==> config.mk <==
export PLATFORM = sky130hd
export DESIGN_NAME = dpu_pointer_unit
export DESIGN_NICKNAME = d
export VERILOG_FILES = /design/src/common/dpu_pkg.sv /design/src/core/dpu_pointer_unit.sv /design/src/core/dpu_ptr_reg.sv
export VERILOG_INCLUDE_DIRS = /design/src /design/src/common
export SDC_FILE = /design/constraint.sdc
export NUM_CORES = 1
export LEC_CHECK = 0
export BUFFER_PORTS_ARGS = -buffer_cell sky130_fd_sc_hd__buf_2
export CORE_UTILIZATION = 45
export DETAILED_ROUTE_END_ITERATION = 8
export HOLD_SLACK_MARGIN = 0.06
export PLACE_DENSITY = 0.64
export SYNTH_ARGS = -nofsm -noshare
export SYNTH_HDL_FRONTEND = slang
export SYNTH_SLANG_ARGS = --single-unit
==> constraint.sdc <==
create_clock -name ref_clk_i -period 5.55 [get_ports ref_clk_i]
set_input_delay 1.11 -clock ref_clk_i [delete_from_list [all_inputs] [get_ports ref_clk_i]]
set_output_delay 1.11 -clock ref_clk_i [all_outputs]
set_load 0.005 [all_outputs]
==> src/common/dpu_defines.svh <==
`ifndef DPU_DEFINES_SVH
`define DPU_DEFINES_SVH

// Special function register addresses seen by the core.
`define DPU_CTRL_ADDR 8'ha7
`define DPU_LOW_ADDR 8'h82
`define DPU_HIGH_ADDR 8'h83
`define DPU_PAGE_ADDR 8'h84

// Field positions inside pointer_control.
`define DPU_SWAP_BIT 6
`define DPU_SMODE_HI 5
`define DPU_SMODE_LO 4
`define DPU_MMODE_HI 3
`define DPU_MMODE_LO 2
`define DPU_SEL_BIT 0

// Reset values.
`define DPU_CTRL_RESET 8'h00
`define DPU_PTR_RESET 24'h000000

`endif

==> src/common/dpu_pkg.sv <==
package dpu_pkg;

    // Post-move adjust mode of one pointer.
    typedef enum logic [1:0] {
        DPU_MODE_HOLD = 2'h0,
        DPU_MODE_INC = 2'h1,
        DPU_MODE_DEC = 2'h2,
        DPU_MODE_FLIP = 2'h3
    } dpu_mode_t;

    // Addressing form of a finished move instruction.
    typedef enum logic [1:0] {
        DPU_MOVE_PTR = 2'h0,
        DPU_MOVE_PC = 2'h1,
        DPU_MOVE_IDX = 2'h2
    } dpu_move_t;

    // One access from the core to the special function register space.
    typedef struct packed {
        logic [7:0] addr;
        logic wr;
        logic rd;
        logic [7:0] wdata;
    } dpu_sfr_req_t;

    // Stored bits of pointer_control; bits 7 and 1 have no storage.
    typedef struct packed {
        logic auto_swap_enable;
        dpu_mode_t shadow_mode;
        dpu_mode_t main_mode;
        logic pointer_select;
    } dpu_ctrl_t;

endpackage : dpu_pkg

==> src/core/dpu_pointer_unit.sv <==
`include "dpu_defines.svh"

module dpu_pointer_unit (
    // Clock and reset.
    input wire logic ref_clk_i,
    input wire logic sys_rst_i,
    // Special function register access from the core.
    input wire dpu_pkg::dpu_sfr_req_t sfr_req_i,
    output logic [7:0] sfr_rdata_o,
    // Move instruction completion from the core.
    input wire logic move_done_i,
    input wire dpu_pkg::dpu_move_t move_kind_i,
    // Whole-pointer load and increment instructions.
    input wire logic ptr_load_i,
    input wire logic [23:0] ptr_load_val_i,
    input wire logic ptr_inc_i,
    // Pointer seen by the core for addressing.
    output logic [23:0] active_pointer_o,
    output logic pointer_select_o
);

    ////////////////////////////////////////////////////////////////////
    // Declarations.
    dpu_pkg::dpu_ctrl_t ctrl_q; // Stored control bits.
    dpu_pkg::dpu_ctrl_t ctrl_d; // Next control bits.
    logic [7:0] rdata_q; // Registered read data.
    logic [7:0] rdata_d; // Next read data.
    logic [23:0] main_ptr; // Main pointer contents.
    logic [23:0] shadow_ptr; // Shadow pointer contents.
    logic ptr_move; // A move addressed through the pointer.
    logic ctrl_wr; // Software write to pointer_control.
    logic [2:0] byte_hit; // Write decode for low, high, page.
    logic [2:0] main_wr; // Byte writes steered to the main pointer.
    logic [2:0] shadow_wr; // Byte writes steered to the shadow one.
    logic [23:0] view; // Pointer visible in the byte registers.

    ////////////////////////////////////////////////////////////////////
    // Decode. Moves relative to the program counter or through an
    // index register never touch either pointer.
    assign ptr_move = move_done_i &&
        move_kind_i == dpu_pkg::DPU_MOVE_PTR;
    assign ctrl_wr = sfr_req_i.wr && sfr_req_i.addr == `DPU_CTRL_ADDR;
    assign byte_hit[0] = sfr_req_i.wr && sfr_req_i.addr == `DPU_LOW_ADDR;
    assign byte_hit[1] = sfr_req_i.wr && sfr_req_i.addr == `DPU_HIGH_ADDR;
    assign byte_hit[2] = sfr_req_i.wr && sfr_req_i.addr == `DPU_PAGE_ADDR;

    // Byte writes, loads and increments go to the active pointer only.
    assign main_wr = ctrl_q.pointer_select ? 3'h0 : byte_hit;
    assign shadow_wr = ctrl_q.pointer_select ? byte_hit : 3'h0;

    ////////////////////////////////////////////////////////////////////
    // The two pointers. Each adjusts by its own mode field, and only
    // when it is the one that the move used (select before the swap).
    dpu_ptr_reg u_main (
        .ref_clk_i(ref_clk_i),
        .sys_rst_i(sys_rst_i),
        .byte_wr_i(main_wr),
        .wdata_i(sfr_req_i.wdata),
        .load_i(ptr_load_i && !ctrl_q.pointer_select),
        .load_val_i(ptr_load_val_i),
        .inc_i(ptr_inc_i && !ctrl_q.pointer_select),
        .adj_i(ptr_move && !ctrl_q.pointer_select),
        .mode_i(ctrl_q.main_mode),
        .ptr_o(main_ptr)
    );

    dpu_ptr_reg u_shadow (
        .ref_clk_i(ref_clk_i),
        .sys_rst_i(sys_rst_i),
        .byte_wr_i(shadow_wr),
        .wdata_i(sfr_req_i.wdata),
        .load_i(ptr_load_i && ctrl_q.pointer_select),
        .load_val_i(ptr_load_val_i),
        .inc_i(ptr_inc_i && ctrl_q.pointer_select),
        .adj_i(ptr_move && ctrl_q.pointer_select),
        .mode_i(ctrl_q.shadow_mode),
        .ptr_o(shadow_ptr)
    );

    ////////////////////////////////////////////////////////////////////
    // Control register next value. A software write in the same cycle
    // as a swap wins, so that code which sets the select explicitly
    // is never overturned by a move finishing alongside it. Bits 7
    // and 1 are dropped, so an increment of the whole register turns
    // the select over without carrying into the mode fields.
    always_comb begin
        ctrl_d = ctrl_q;
        if (ctrl_wr) begin
            ctrl_d.auto_swap_enable = sfr_req_i.wdata[`DPU_SWAP_BIT];
            ctrl_d.shadow_mode = dpu_pkg::dpu_mode_t'(
                sfr_req_i.wdata[`DPU_SMODE_HI:`DPU_SMODE_LO]);
            ctrl_d.main_mode = dpu_pkg::dpu_mode_t'(
                sfr_req_i.wdata[`DPU_MMODE_HI:`DPU_MMODE_LO]);
            ctrl_d.pointer_select = sfr_req_i.wdata[`DPU_SEL_BIT];
        end else if (ptr_move && ctrl_q.auto_swap_enable) begin
            // The adjust above uses the old select; the swap follows.
            ctrl_d.pointer_select = !ctrl_q.pointer_select;
        end
    end

    // Register stage; power-on selects main, no adjust, no swap.
    always_ff @(posedge ref_clk_i or posedge sys_rst_i) begin
        if (sys_rst_i) begin
            ctrl_q <= dpu_pkg::dpu_ctrl_t'(6'h00);
        end else begin
            ctrl_q <= ctrl_d;
        end
    end

    ////////////////////////////////////////////////////////////////////
    // Visible pointer: the byte registers and the addressing path both
    // show the selected pointer. Kept as a mux of two flop banks so the
    // core sees a new selection with no extra cycle.
    assign view = ctrl_q.pointer_select ? shadow_ptr : main_ptr;
    assign active_pointer_o = view;
    assign pointer_select_o = ctrl_q.pointer_select;

    ////////////////////////////////////////////////////////////////////
    // Read data, one cycle after the read strobe. Unmapped addresses
    // and idle cycles return zero, which the core may OR with others.
    always_comb begin
        rdata_d = 8'h00;
        if (sfr_req_i.rd) begin
            unique case (sfr_req_i.addr)
                `DPU_CTRL_ADDR: begin
                    // Bits 7 and 1 always read zero.
                    rdata_d = {1'b0, ctrl_q.auto_swap_enable,
                        ctrl_q.shadow_mode, ctrl_q.main_mode,
                        1'b0, ctrl_q.pointer_select};
                end
                `DPU_LOW_ADDR: rdata_d = view[7:0];
                `DPU_HIGH_ADDR: rdata_d = view[15:8];
                `DPU_PAGE_ADDR: rdata_d = view[23:16];
                default: rdata_d = 8'h00;
            endcase
        end
    end

    // Read data register.
    always_ff @(posedge ref_clk_i or posedge sys_rst_i) begin
        if (sys_rst_i) begin
            rdata_q <= 8'h00;
        end else begin
            rdata_q <= rdata_d;
        end
    end

    assign sfr_rdata_o = rdata_q;

    ////////////////////////////////////////////////////////////////////
    // Checks.
    logic no_sw; // No software write or core load in this cycle.
    assign no_sw = !sfr_req_i.wr && !ptr_load_i && !ptr_inc_i;
endmodule : dpu_pointer_unit

==> src/core/dpu_ptr_reg.sv <==
`include "dpu_defines.svh"

module dpu_ptr_reg (
    // Clock and reset.
    input wire logic ref_clk_i,
    input wire logic sys_rst_i,
    // Byte writes: bit 0 low, bit 1 high, bit 2 page.
    input wire logic [2:0] byte_wr_i,
    input wire logic [7:0] wdata_i,
    // Whole-pointer load and explicit increment from the core.
    input wire logic load_i,
    input wire logic [23:0] load_val_i,
    input wire logic inc_i,
    // Post-move adjust request and its mode.
    input wire logic adj_i,
    input wire dpu_pkg::dpu_mode_t mode_i,
    // Pointer contents.
    output logic [23:0] ptr_o
);

    logic [23:0] ptr_q; // Stored pointer.
    logic [23:0] ptr_d; // Next pointer value.

    ////////////////////////////////////////////////////////////////////
    // Next value. Software writes win over the adjust, because a core
    // never writes the pointer and finishes a move with it at once.
    always_comb begin
        ptr_d = ptr_q;
        if (|byte_wr_i) begin
            for (int i = 0; i < 3; i++) begin
                if (byte_wr_i[i]) begin
                    ptr_d[i*8 +: 8] = wdata_i;
                end
            end
        end else if (load_i) begin
            ptr_d = load_val_i;
        end else if (inc_i) begin
            ptr_d = ptr_q + 24'h000001;
        end else if (adj_i) begin
            unique case (mode_i)
                dpu_pkg::DPU_MODE_HOLD: ptr_d = ptr_q;
                dpu_pkg::DPU_MODE_INC: begin
                    ptr_d = ptr_q + 24'h000001;
                end
                dpu_pkg::DPU_MODE_DEC: begin
                    ptr_d = ptr_q - 24'h000001;
                end
                dpu_pkg::DPU_MODE_FLIP: begin
                    ptr_d = ptr_q ^ 24'h000001;
                end
            endcase
        end
    end

    // Register stage; the 24-bit sum wraps naturally at its width.
    always_ff @(posedge ref_clk_i or posedge sys_rst_i) begin
        if (sys_rst_i) begin
            ptr_q <= `DPU_PTR_RESET;
        end else begin
            ptr_q <= ptr_d;
        end
    end

    assign ptr_o = ptr_q;

    ////////////////////////////////////////////////////////////////////
    // Checks on the post-move adjust.
    logic quiet; // An adjust with no competing write.
    assign quiet = adj_i && !(|byte_wr_i) && !load_i && !inc_i;
endmodule : dpu_ptr_reg

Word level (Yosys, flattened, before mapping)
Index checks and enable logic that the tools add are counted.
- add/subtract/negate cells: 4
- equal/unequal tests: 20
- mux-type cells: 23
- bitwise gates (word level): 2
- reductions and logical operators: 29
- operators by type and width (kind ; number):
    $mux W24 ; 9
    $pmux W24 S3 ; 2
    $mux W8 ; 7
    $add A24 B1 Y24 const B ; 2
    $sub A24 B1 Y24 const B ; 2
    $eq A8 B8 Y1 const B ; 4
    $pmux W8 S4 ; 1
    $reduce_and A4 Y1 ; 6
    $ne A4 B1 Y1 const B ; 4
    $logic_and A1 B1 Y1 ; 12
    $ne A2 B2 Y1 const B ; 6
    $eq A2 B2 Y1 const B ; 4
    $reduce_bool A4 Y1 ; 2
    $logic_not A2 Y1 ; 3
    $mux W3 ; 2
    $reduce_and A3 Y1 ; 2
    $reduce_or A3 Y1 ; 2
    $eq A2 B1 Y1 const B ; 2
    $mux W1 ; 2
    $not A1 Y1 ; 2
    $reduce_bool A2 Y1 ; 1
    $logic_not A1 Y1 ; 1
- bits in registers: 62
- bits of input ports: 49
- output and inout bits: 33
- word-level logic and storage cells: 91

Depth between registers and ports, before layout
Gate-level depths: netlist (run 1).
- depth after elaboration: 7
- depth in mapped cells: 9

By module
A second synthesis (run 1) with hierarchy kept.
- cells, all modules: 771
- area total of the unflattened synthesis: 6105.9 um^2
- by module, submodules not included (module ; times used ; cells each ; area an instance (um^2)):
    dpu_ptr_reg (u_main) ; 1 ; 327 ; 2458.6
    dpu_ptr_reg (u_shadow) ; 1 ; 320 ; 2456.1
    dpu_pointer_unit ; 1 ; 124 ; 1191.1

Least setup slack after synthesis (run 1)
OpenSTA, ideal clock, no wires.
- kind: input to register
- start point: in sfr_req_i[13] (netlist name)
- end point: reg u_shadow.ptr_q[18] (netlist: u_shadow.ptr_o[18])
- setup time: 136 ps
- arrival: 2821 ps
- setup slack: 2593 ps
- stages on the path: 7
- cells stage by stage: or4b_1 clkbuf_2 nor4_4 a31oi_1 clkbuf_1 a221oi_1 o21ai_0
- cells in the longest elaborated chain, start to end: 6
- ends and longest elaborated chain (item ; line ; RTL):
    from (decl) ; dpu_pointer_unit.sv:8 ; input wire dpu_pkg::dpu_sfr_req_t sfr_req_i,
    $eq A8 B8 Y1 ; - ;
    $logic_and A1 B1 Y1 (no line) ; - ;
    $mux W3 (*) ; dpu_pointer_unit.sv:49 ; assign shadow_wr = ctrl_q.pointer_select ? byte_hit : 3'h0;
    $reduce_or A3 Y1 ; - ;
    $ne A4 B1 Y1 (no line) (tied with other cells) ; - ;
    $reduce_and A4 Y1 (no line) ; - ;
    to (signal assigned) ; dpu_ptr_reg.sv:58 ; ptr_q <= `DPU_PTR_RESET;
    to (signal assigned) ; dpu_ptr_reg.sv:60 ; ptr_q <= ptr_d;
    to (decl) ; dpu_ptr_reg.sv:21 ; logic [23:0] ptr_q;
Every way passes the cells marked *; elsewhere a longest branch is shown, timed or not.
A chain may end at the register's enable or synchronous reset.

Worst setup path in the final report (run 1)
- start point: in sfr_req_i[10] (netlist name)
- end point: reg u_main.ptr_q[6] (netlist: u_main.ptr_o[6])
- cells in the longest elaborated chain, start to end: 6
- ends and longest elaborated chain (item ; line ; RTL):
    $eq A8 B8 Y1 ; - ;
    $logic_and A1 B1 Y1 (no line) ; - ;
    $mux W3 (*) ; dpu_pointer_unit.sv:48 ; assign main_wr = ctrl_q.pointer_select ? 3'h0 : byte_hit;
    $reduce_or A3 Y1 ; - ;
    $ne A4 B1 Y1 (no line) (tied with other cells) ; - ;
    $reduce_and A4 Y1 (no line) ; - ;
    to (signal assigned) ; dpu_ptr_reg.sv:58 ;
    to (signal assigned) ; dpu_ptr_reg.sv:60 ;
    to (decl) ; dpu_ptr_reg.sv:21 ;
Marked as above.

==> flow_summary_export.csv, run 1 <==
group,metric,value,unit
routing,vias_per_cell,6.82,
run,cap_violations,0,
synth,synth.avg_cell_area,7.71,um2
global_route,antenna_found_initial,0,
floorplanning,start_util,46.8,%
sta,finClkSkew,0.00804,ns
global_route,grt_max_degree,63,
floorplanning,core-area,13500,um2
routing,drtIter0Drc,920,
floorplanning,dieArea,14500,um2
routing,num_vias,6936,
routing,wirelength,24600,um
routing,drc_errors,0,
clock_network,clk_root_buffer_cell,"clkbuf_16",
sta,fin_tns_setup,0,ns
sta,rsz0062_at_grt,"no",
sta,finalMaxSlewViolations,0,
sta,hold_viol,0,
setup_path,crit_slowest_cell,"or3b_1",
power,powerDensity,445,nW/um2
final_layout,nNetsFinal,889,
routing,wl_per_cell,24.2,um
final_layout,num-fill-cells,1330,
sta,relSlewSlack,11.9,%
synth,synth_area,6300,um2
setup_path,crit_fanout,16,
power,ir_drop,0.201,mV
clock_network,post_cts_resized,0,
final_layout,drive_gt1_share,18.3,%
routing,drtAntennaViolNets,0,
final_layout,final_common_cell,"buf_2",
final_layout,diodes,0,
synth,ys_seq_elements,62,
placed_design,gp_congestion,0.944,
floorplanning,num_rows,42,
worst_hold_path,worstHoldPathType,"reg2reg",
floorplanning,die_x,120,um
sta,max_clock_freq,300,MHz
final_layout,area_delta_synth_final,10.1,%
floorplanning,io_pins,82,
setup_path,cp.required,5.78,ns
synth,seq_area_frac_synth,24.6,%
sta,finalCriticalPeriod,3.33,ns
setup_path,path_cells,"buf_2, or3b_1, a2111oi_4, nor3_2, nor2_2, a211oi_1, a21o_1",
power,p_leak,0.00277,uW
synth,ys_async_sr_fraction,100,%
placed_design,io_buffers,81,
setup_path,endpoint_kind,"register",
clock_network,cts_tree,"done",
final_layout,final_cell_mix,"81 x buf_2, 79 x nand2_1, 75 x nor2_1",
clock_network,cts_buffer_depth,2,
clock_network,insertion_delay,0.35,ns
setup_path,max_stage_delay,0.63,ns
global_route,grt_use_total,34.7,%
setup_path,crit_arrival,3.57,ns
global_route,grt_overflow,0,
synth,ys_warn_count,0,
sta,setup_viol_count_final,0,
synth,synth.distinct_cells,84,
global_route,grt_pass1_vias,6382,
clock_network,post-cts-setup-buffer-count,0,
synth,synthCells,817,
floorplanning,die_h,120,um
synth,synthFlopType,"dfrtp_1",
synth,syn_nets,870,
clock_network,cts.clk_slew.worst_paths,0.06,ns
setup_path,critical_path_class,"in2reg",
clock_network,hold_buffers,0,
setup_path,setup.worst_path.start_class,"input port",
synth,synth-edff-count,0,
clock_network,cts_max_level,3,
setup_path,reg2regPathDepth,6,
global_route,grt_pass1_wl,37600,um
final_layout,final_util,51.5,%
routing,dr.pass1.iters,6,
placed_design,hpwl,18200,um
sta,period_share,60.1,%
clock_network,cts_sinks,62,
worst_hold_path,holdPathStages,2,
clock_network,cts-buffers-inserted,9,
status,status,"finished clean",
sta,worstMarginPinSlew,1.31,ns
==> cell type report <==
| cell class | count | area [um2] | share of cell area (%) |
|---|---|---|---|
| tap | 176 | 220 | 3.18 |
| timing repair buffer | 89 | 465 | 6.71 |
| clock inverter | 4 | 47.5 | 0.686 |
| clock buffer | 12 | 236 | 3.41 |
| multi-input combinational | 655 | 4340 | 62.6 |
| sequential | 62 | 1550 | 22.4 |
| inverter | 19 | 71.3 | 1.03 |
==> registers in the layout (all words and copies together), names as in the netlist <==
register and cells:
pointer_select_o 1, u_main.ptr_o 24, ctrl_q 5, sfr_rdata_o 8, u_shadow.ptr_o 24
==> synth_stat cells (11+ instances only) <==
| cell type | number | share of area [%] |
|---|---|---|
| or3_1 | 11 | 1.1 |
| a22oi_1 | 13 | 1.5 |
| o211ai_1 | 15 | 1.8 |
| nand3_1 | 28 | 2.2 |
| buf_2 | 21 | 1.7 |
| clkbuf_1 | 54 | 3.2 |
| nand4_1 | 14 | 1.4 |
| nor3_1 | 37 | 2.9 |
| mux2_2 | 21 | 3.8 |
| nor4_1 | 17 | 1.7 |
| o21ai_0 | 44 | 3.5 |
| xnor2_1 | 37 | 5.1 |
| a221oi_1 | 16 | 2.2 |
| a21oi_1 | 40 | 3.2 |
| inv_1 | 19 | 1.1 |
| a31oi_1 | 16 | 1.6 |
| dfrtp_1 | 62 | 25 |
| o221ai_1 | 13 | 1.8 |
| nand2_1 | 79 | 4.7 |
| nor2_1 | 75 | 4.5 |
| xor2_1 | 34 | 4.7 |
==> logic make-up (layout without fill, tap and decap cells) <==
logic type               after synthesis  after routing  share of synthesized area [%]
multiplexers                          31             31                           5.34
AND/OR/NAND/NOR                      323            323                           27.4
flip-flops                            62             62                           24.6
XOR/XNOR                              71             71                           9.87
buffers and inverters                100            124                           6.64
AO/OA/AOI/OAI                        226            226                           25.3
adder cells (fa/ha/maj)                4              4                          0.795
==> report_power, final <==
| part | total (uW) | internal (uW) | switching (uW) | leakage, uW |
|---|---|---|---|---|
| clock network | 581 | 347 | 234 | 0.000137 |
| registers | 1070 | 606 | 463 | 0.000761 |
| logic | 1440 | 643 | 793 | 0.00187 |
| total | 3080 | 1600 | 1490 | 0.00277 |
==> per-layer routing <==
layer	vias up	GRT usage, %	share of wire, %
met5	-	0	0
met4	0	15.3	3.8
met3	56	7.78	12
met2	507	52.3	44
met1	3314	47.4	40
li1	3059	-	-
==> worst max-delay path, delay by kind of cell <==
kind                   cells  cell delay, ns
AOI/OAI and AO/OA          3            0.88
buffers and inverters      1            0.25
and+or+nand+nor            3            1.31
==> per-stage QoR <==
stage	instances	power (uW)	cell area [um2]	hold WS, ns	setup slack [ns]
global placement	1001	2430	6650	0.537	2.01
CTS	1017	3030	6930	0.580	2.30
floorplan	817	1990	6300	0.478	2.59
detailed placement	1001	2450	6650	0.566	1.95
finish	1017	3080	6930	0.599	2.22
global route	1017	3240	6930	0.611	1.96
==> path summary, 6_finish.rpt <==
kind / startpoint / to / slack (ns)
hold / removal: u_main.ptr_o[22] / u_main.ptr_o[22] / 0.60
min in group asynchronous: sys_rst_i / u_main.ptr_o[19] / 0.99
setup / recovery: sfr_req_i[10] / u_main.ptr_o[6] / 2.22
max in group asynchronous: sys_rst_i / pointer_select_o / 3.92
setup reg to reg: u_shadow.ptr_o[2] / u_shadow.ptr_o[15] / 2.35
hold reg to reg: u_main.ptr_o[22] / u_main.ptr_o[22] / 0.60
Note: power is estimated with default switching activity, not from simulation.
==> inputs of run 2 (changes only) <==
--- a/config.mk
+++ b/config.mk
@@ -6,11 +6,12 @@
 export SDC_FILE = /design/constraint.sdc
 export NUM_CORES = 1
 export LEC_CHECK = 0
+export ABC_AREA = 1
 export BUFFER_PORTS_ARGS = -buffer_cell sky130_fd_sc_hd__buf_2
 export CORE_UTILIZATION = 45
 export DETAILED_ROUTE_END_ITERATION = 8
 export HOLD_SLACK_MARGIN = 0.06
-export PLACE_DENSITY = 0.64
+export PLACE_DENSITY = 0.65
 export SYNTH_ARGS = -nofsm -noshare
 export SYNTH_HDL_FRONTEND = slang
 export SYNTH_SLANG_ARGS = --single-unit
==> constraint.sdc (replaced) <==
create_clock -name ref_clk_i -period 2.91 [get_ports ref_clk_i]
set_input_delay 0.582 -clock ref_clk_i [delete_from_list [all_inputs] [get_ports ref_clk_i]]
set_output_delay 0.582 -clock ref_clk_i [all_outputs]
set_load 0.005 [all_outputs]
==> run 2 against run 1 <==
Area after synthesis is 15% higher; non-clock buffer count increased by 4; clock power is 110% higher; via count grew 24%; synthesized cell count increased by 58%; final cell count increased by 53%; critical path depth is 4 lower; critical endpoint is now active_pointer_o[19].
==> flow_summary_export.csv, run 2 <==
group,metric,value,unit
synth,netlist.area_leader.share,26.3,%
setup_path,crit_fanout,38,
power,ir_drop,0.378,mV
routing,drtIter0Drc,883,
clock_network,post-cts-setup-buffer-count,0,
final_layout,final_cell_mix,"508 x nand2_1, 148 x nand3_1, 144 x nor2_1",
final_layout,final_common_cell,"nand2_1",
synth,ys_seq_elements,62,
setup_path,critical_path_class,"reg2out",
setup_path,path_cells,"buf_12, o21ai_0, buf_2",
synth,synth-edff-count,0,
power,power_frac_clock,19.1,%
final_layout,diodes,0,
synth,ys_async_sr_fraction,100,%
synth,synth_commonest_cells,"508 x nand2_1, 148 x nand3_1, 144 x nor2_1",
final_layout,drive_gt1_share,13.5,%
setup_path,crit_family,"flip-flops",
sta,relSlewSlack,54.1,%
routing,dr.pass1.iters,6,
sta,worstMarginPinSlew,0.681,ns
power,switchingPower,3400,uW
setup_path,max_stage_delay,0.61,ns
placed_design,dp.cells,1542,
routing,vias_per_cell,5.52,
routing,m1WireLength,12300,um
final_layout,num-fill-cells,1718,
final_layout,layout.cells.non_filler,1558,
power,p_leak,0.00430,uW
setup_path,path_buf_inv,2,
floorplanning,io_pins,82,
routing,routed.top_layer,"met4",
clock_network,cts_sinks,62,
setup_path,setup.worst_path.start_class,"register",
power,internal_power,3060,uW
clock_network,cts-buffers-inserted,9,
sta,finalCriticalPeriod,2.62,ns
synth,synthCells,1290,
routing,route.met2.wl,13300,um
floorplanning,core-area,15400,um2
synth,seq_area_frac_synth,21.4,%
synth,synth.distinct_cells,47,
clock_network,cts.clk_slew.worst_paths,0.06,ns
floorplanning,start_util,46.9,%
global_route,grt_overflow,0,
clock_network,cts_tree,"done",
global_route,grt_use_total,36.3,%
setup_path,cp.required,2.33,ns
power,powerDensity,799,nW/um2
sta,setup_viol_count_final,0,
sta,fin_tns_setup,0,ns
synth,yosysMostFrequentCell,"nand2_1",
worst_hold_path,worstHoldPathType,"in2async",
clock_network,cts_buffer_depth,2,
routing,num_vias,8603,
routing,wirelength,28800,um
sta,finalMaxSlewViolations,0,
floorplanning,dieArea,16600,um2
setup_path,r2r_setup_slack,0.56,ns
final_layout,area_delta_synth_final,11.6,%
synth,synthFlopType,"dfrtp_1",
floorplanning,die_x,129,um
routing,wl_per_cell,18.5,um
global_route,grt_pass1_wl,45200,um
floorplanning,num_rows,45,
sta,max_clock_freq,382,MHz
placed_design,io_buffers,81,
sta,period_share,89.9,%
global_route,antenna_found_initial,0,
floorplanning,die_h,129,um
synth,syn_nets,1343,
clock_network,cts_max_level,3,
placed_design,gp_congestion,0.994,
status,status,"finished clean",
synth,yosys-top-cells-area,"nand2_1 26%, dfrtp_1 21%, nand3_1 10%",
final_layout,nNetsFinal,1395,
clock_network,clk_root_buffer_cell,"clkbuf_16",
power,switching_share,52.6,%
power,p_comb_share,54.2,%
routing,drtAntennaViolNets,0,
sta,hold_viol,0,
run,cap_violations,0,
sta,rsz0062_at_grt,"no",
clock_network,insertion_delay,0.35,ns
global_route,grt_pass1_vias,7917,
placed_design,hpwl,23100,um
clock_network,post_cts_resized,0,
synth,synth.avg_cell_area,5.61,um2
global_route,grt_max_degree,39,
power,p_seq_share,26.7,%
synth,synth_area,7240,um2
setup_path,crit_arrival,2.03,ns
synth,ys_warn_count,0,
clock_network,hold_buffers,0,
routing,routed-wl-met3,2080,um
setup_path,crit_slowest_cell,"dfrtp_2",
routing,drc_errors,0,
setup_path,endpoint_kind,"output port",
synth,yosysTopAreaCell,"nand2_1",
sta,finClkSkew,0.00846,ns
[run 2: changes by cell type after synthesis, moves of 36 or more]
cell,before,now
clkbuf_1,54,13
inv_1,19,114
nand2_1,79,508
nand3_1,28,148
nor2_1,75,144
xnor2_1,37,1
[run 2: layout make-up]
class	instances	area [um2]	share of cell area, %
inverters	127	489	6.05
well taps	211	264	3.27
multi-input cells	1049	4930	61.0
clock buffers	13	270	3.34
flip-flops and latches	62	1550	19.2
repair buffers	93	508	6.29
clock inverters	3	65.1	0.805
[run 2: cells by family after synthesis]
kind of cell	share of synthesized area, %
XOR/XNOR	1.81
flip-flops	21.4
multiplexers	0.778
adder cells (fa/ha/maj)	0.691
buffers and inverters	10.4
AO/OA/AOI/OAI	11.9
AND/OR/NAND/NOR	53.0
[run 2: path summary, 6_finish.rpt]
| check | from | to | depth (start not counted) |
|---|---|---|---|
| setup / recovery | pointer_select_o | active_pointer_o[19] | 3 |
| hold / removal | sys_rst_i | u_main.ptr_o[3] | 2 |
| setup reg to reg | u_shadow.ptr_o[0] | u_shadow.ptr_o[14] | 11 |
| hold reg to reg | u_main.ptr_o[1] | u_main.ptr_o[1] | 2 |
| max in group asynchronous | sys_rst_i | u_shadow.ptr_o[17] | 3 |
| min in group ref_clk_i | sfr_req_i[8] | sfr_rdata_o[1] | 3 |
[run 2: power groups by stage]
stage	logic, uW	registers, uW	clock network, uW
floorplan	2740	1290	0
global placement	3400	1720	0
detailed placement	3420	1710	0
CTS	3440	1700	1230
global route	3920	1780	1260
finish	3500	1720	1230
[run 2: worst reg2reg max path, cell delays in order, from the launching register on]
cell and delay, ns:
dfrtp_1 0.42, inv_1 0.18, ha_1 0.34, inv_1 0.07, nor2_1 0.42, nand2_1 0.18, o21ai_0 0.24, nand3_1 0.15
nand2_1 0.09, nand2_1 0.04, nand2_1 0.06, nand2_1 0.04
[run 2: layer usage]
metal	track usage, %	vias up
met4	15.7	0
li1	-	4227
met3	4.45	74
met2	59.5	383
met1	48.2	3919
met5	0	-
[run 2: metrics by stage]
stage          instance area [um2]  util (%)  power (uW)  setup WS (ns)  hold slack [ns]
2_1_floorplan                 7240         -        4030          0.787            0.508
3_3_place_gp                  7750      50.2        5120          0.499            0.553
3_5_place_dp                  7750      50.2        5130          0.457            0.561
4_1_cts                       8080      52.4        6370          0.379            0.327
5_1_grt                       8080      52.4        6970          0.330            0.353
6_report                      8080      52.4        6460          0.295            0.299
==> inputs of run 3 (changes only) <==
--- a/config.mk
+++ b/config.mk
@@ -11,7 +11,7 @@
 export CORE_UTILIZATION = 45
 export DETAILED_ROUTE_END_ITERATION = 8
 export HOLD_SLACK_MARGIN = 0.06
-export PLACE_DENSITY = 0.65
+export PLACE_DENSITY_LB_ADDON = 0.2
 export SYNTH_ARGS = -nofsm -noshare
 export SYNTH_HDL_FRONTEND = slang
 export SYNTH_SLANG_ARGS = --single-unit
==> run 3 against run 2 <==
Design area barely moved; combinational power hardly changed; final cell count hardly changed; register-to-register slack better by 0.08 ns; worst hold slack gained 0.035 ns; flip-flop and latch count unchanged; via count up 1.2%; critical path type unchanged.
==> flow_summary_export.csv, run 3 (synthesis results as in run 2) <==
group,metric,value,unit
routing,drtAntennaViolNets,0,
clock_network,hold_buffers,0,
routing,vias_per_cell,5.59,
setup_path,cp.required,2.33,ns
routing,drc_errors,0,
floorplanning,dieArea,16600,um2
setup_path,endpoint_kind,"output port",
power,ir_drop,0.401,mV
floorplanning,core-area,15400,um2
setup_path,crit_slowest_cell,"dfrtp_2",
clock_network,cts_tree,"done",
floorplanning,io_pins,82,
sta,finClkSkew,0.00953,ns
final_layout,num-fill-cells,1671,
placed_design,dp.cells,1543,
setup_path,rr_startpoint,"pointer_select_o",
floorplanning,die_h,129,um
setup_path,setup.worst_path.start_class,"register",
worst_hold_path,worstHoldPathType,"in2async",
sta,max_clock_freq,392,MHz
final_layout,drive_gt1_share,13.6,%
run,cap_violations,0,
final_layout,area_delta_synth_final,11.6,%
setup_path,crit_arrival,1.97,ns
placed_design,gp_congestion,1.02,
floorplanning,start_util,46.9,%
final_layout,layout.cells.non_filler,1559,
final_layout,nNetsFinal,1396,
setup_path,max_stage_delay,0.55,ns
global_route,grt_overflow,0,
clock_network,post-cts-setup-buffer-count,0,
status,status,"finished clean",
sta,period_share,87.7,%
setup_path,path_buf_inv,2,
setup_path,critical_path_class,"reg2out",
sta,finalMaxSlewViolations,0,
setup_path,crit_fanout,39,
final_layout,diodes,0,
clock_network,insertion_delay,0.35,ns
routing,num_vias,8710,
clock_network,cts-buffers-inserted,9,
routing,wl_per_cell,18.3,um
setup_path,path_cells,"buf_4, o21ai_0, buf_2",
clock_network,cts.clk_slew.worst_paths,0.06,ns
floorplanning,num_rows,45,
sta,worstMarginPinSlew,0.700,ns
placed_design,io_buffers,81,
final_layout,final_common_cell,"nand2_1",
sta,setup_viol_count_final,0,
sta,holdWs,0.334,ns
global_route,grt_pass1_vias,7996,
setup_path,crit_family,"flip-flops",
routing,drtIter0Drc,940,
clock_network,post_cts_resized,0,
global_route,grt_max_degree,40,
final_layout,final_cell_mix,"508 x nand2_1, 148 x nand3_1, 144 x nor2_1",
clock_network,cts_sinks,62,
global_route,grt_use_total,35.7,%
placed_design,hpwl,22400,um
sta,fin_tns_setup,0,ns
sta,finalCriticalPeriod,2.55,ns
global_route,grt_pass1_wl,44300,um
clock_network,cts_buffer_depth,2,
power,p_leak,0.00430,uW
global_route,antenna_found_initial,0,
sta,relSlewSlack,53.1,%
setup_path,cp-startpoint,"pointer_select_o",
routing,dr.pass1.iters,5,
sta,hold_viol,0,
clock_network,clk_root_buffer_cell,"clkbuf_16",
routing,wirelength,28500,um
sta,rsz0062_at_grt,"no",
clock_network,cts_max_level,3,
floorplanning,die_x,129,um
power,powerDensity,799,nW/um2
run 3: report_power, final:
part           leakage (uW)  internal [uW]  switching, uW
combinational       0.00334           1140           2360
clock              0.000166            819            422
sequential         0.000796           1110            597
total               0.00430           3070           3380
run 3: routing by layer:
metal | track usage, % | share of wire, %
met4 | 19.9 | 5.6
met1 | 46.1 | 42
met5 | 0 | 0
met3 | 6.28 | 7.9
met2 | 56.3 | 45
run 3: path summary, 6_finish.rpt:
check                                       endpoint  slack, ns  cells past startpoint
worst max-delay path            active_pointer_o[21]       0.36                      3
worst max register to register     u_shadow.ptr_o[2]       0.64                      6
worst min-delay path                  sfr_rdata_o[2]       0.33                      2
min in group ref_clk_i                sfr_rdata_o[1]       0.52                      3
worst min register to register       u_main.ptr_o[1]       0.58                      2
max in group asynchronous         u_shadow.ptr_o[17]       1.82                      3
run 3: layout make-up:
| type | instances | area [um2] | area share, % |
|---|---|---|---|
| timing repair buffer | 94 | 503 | 6.23 |
| clock inverter | 3 | 65.1 | 0.806 |
| tap | 211 | 264 | 3.27 |
| sequential | 62 | 1550 | 19.2 |
| inverter | 127 | 489 | 6.06 |
| multi-input combinational | 1049 | 4930 | 61.1 |
| clock buffer | 13 | 270 | 3.35 |
run 3: metrics by stage:
step | total power [uW] | utilization (%) | setup WS (ns) | instance area, um2
after floorplan | 4030 | - | 0.787 | 7240
after global placement | 5090 | 50.2 | 0.480 | 7740
after detailed placement | 5110 | 50.2 | 0.466 | 7740
after CTS | 6360 | 52.4 | 0.372 | 8080
after global routing | 6970 | 52.4 | 0.326 | 8080
final | 6460 | 52.4 | 0.358 | 8080
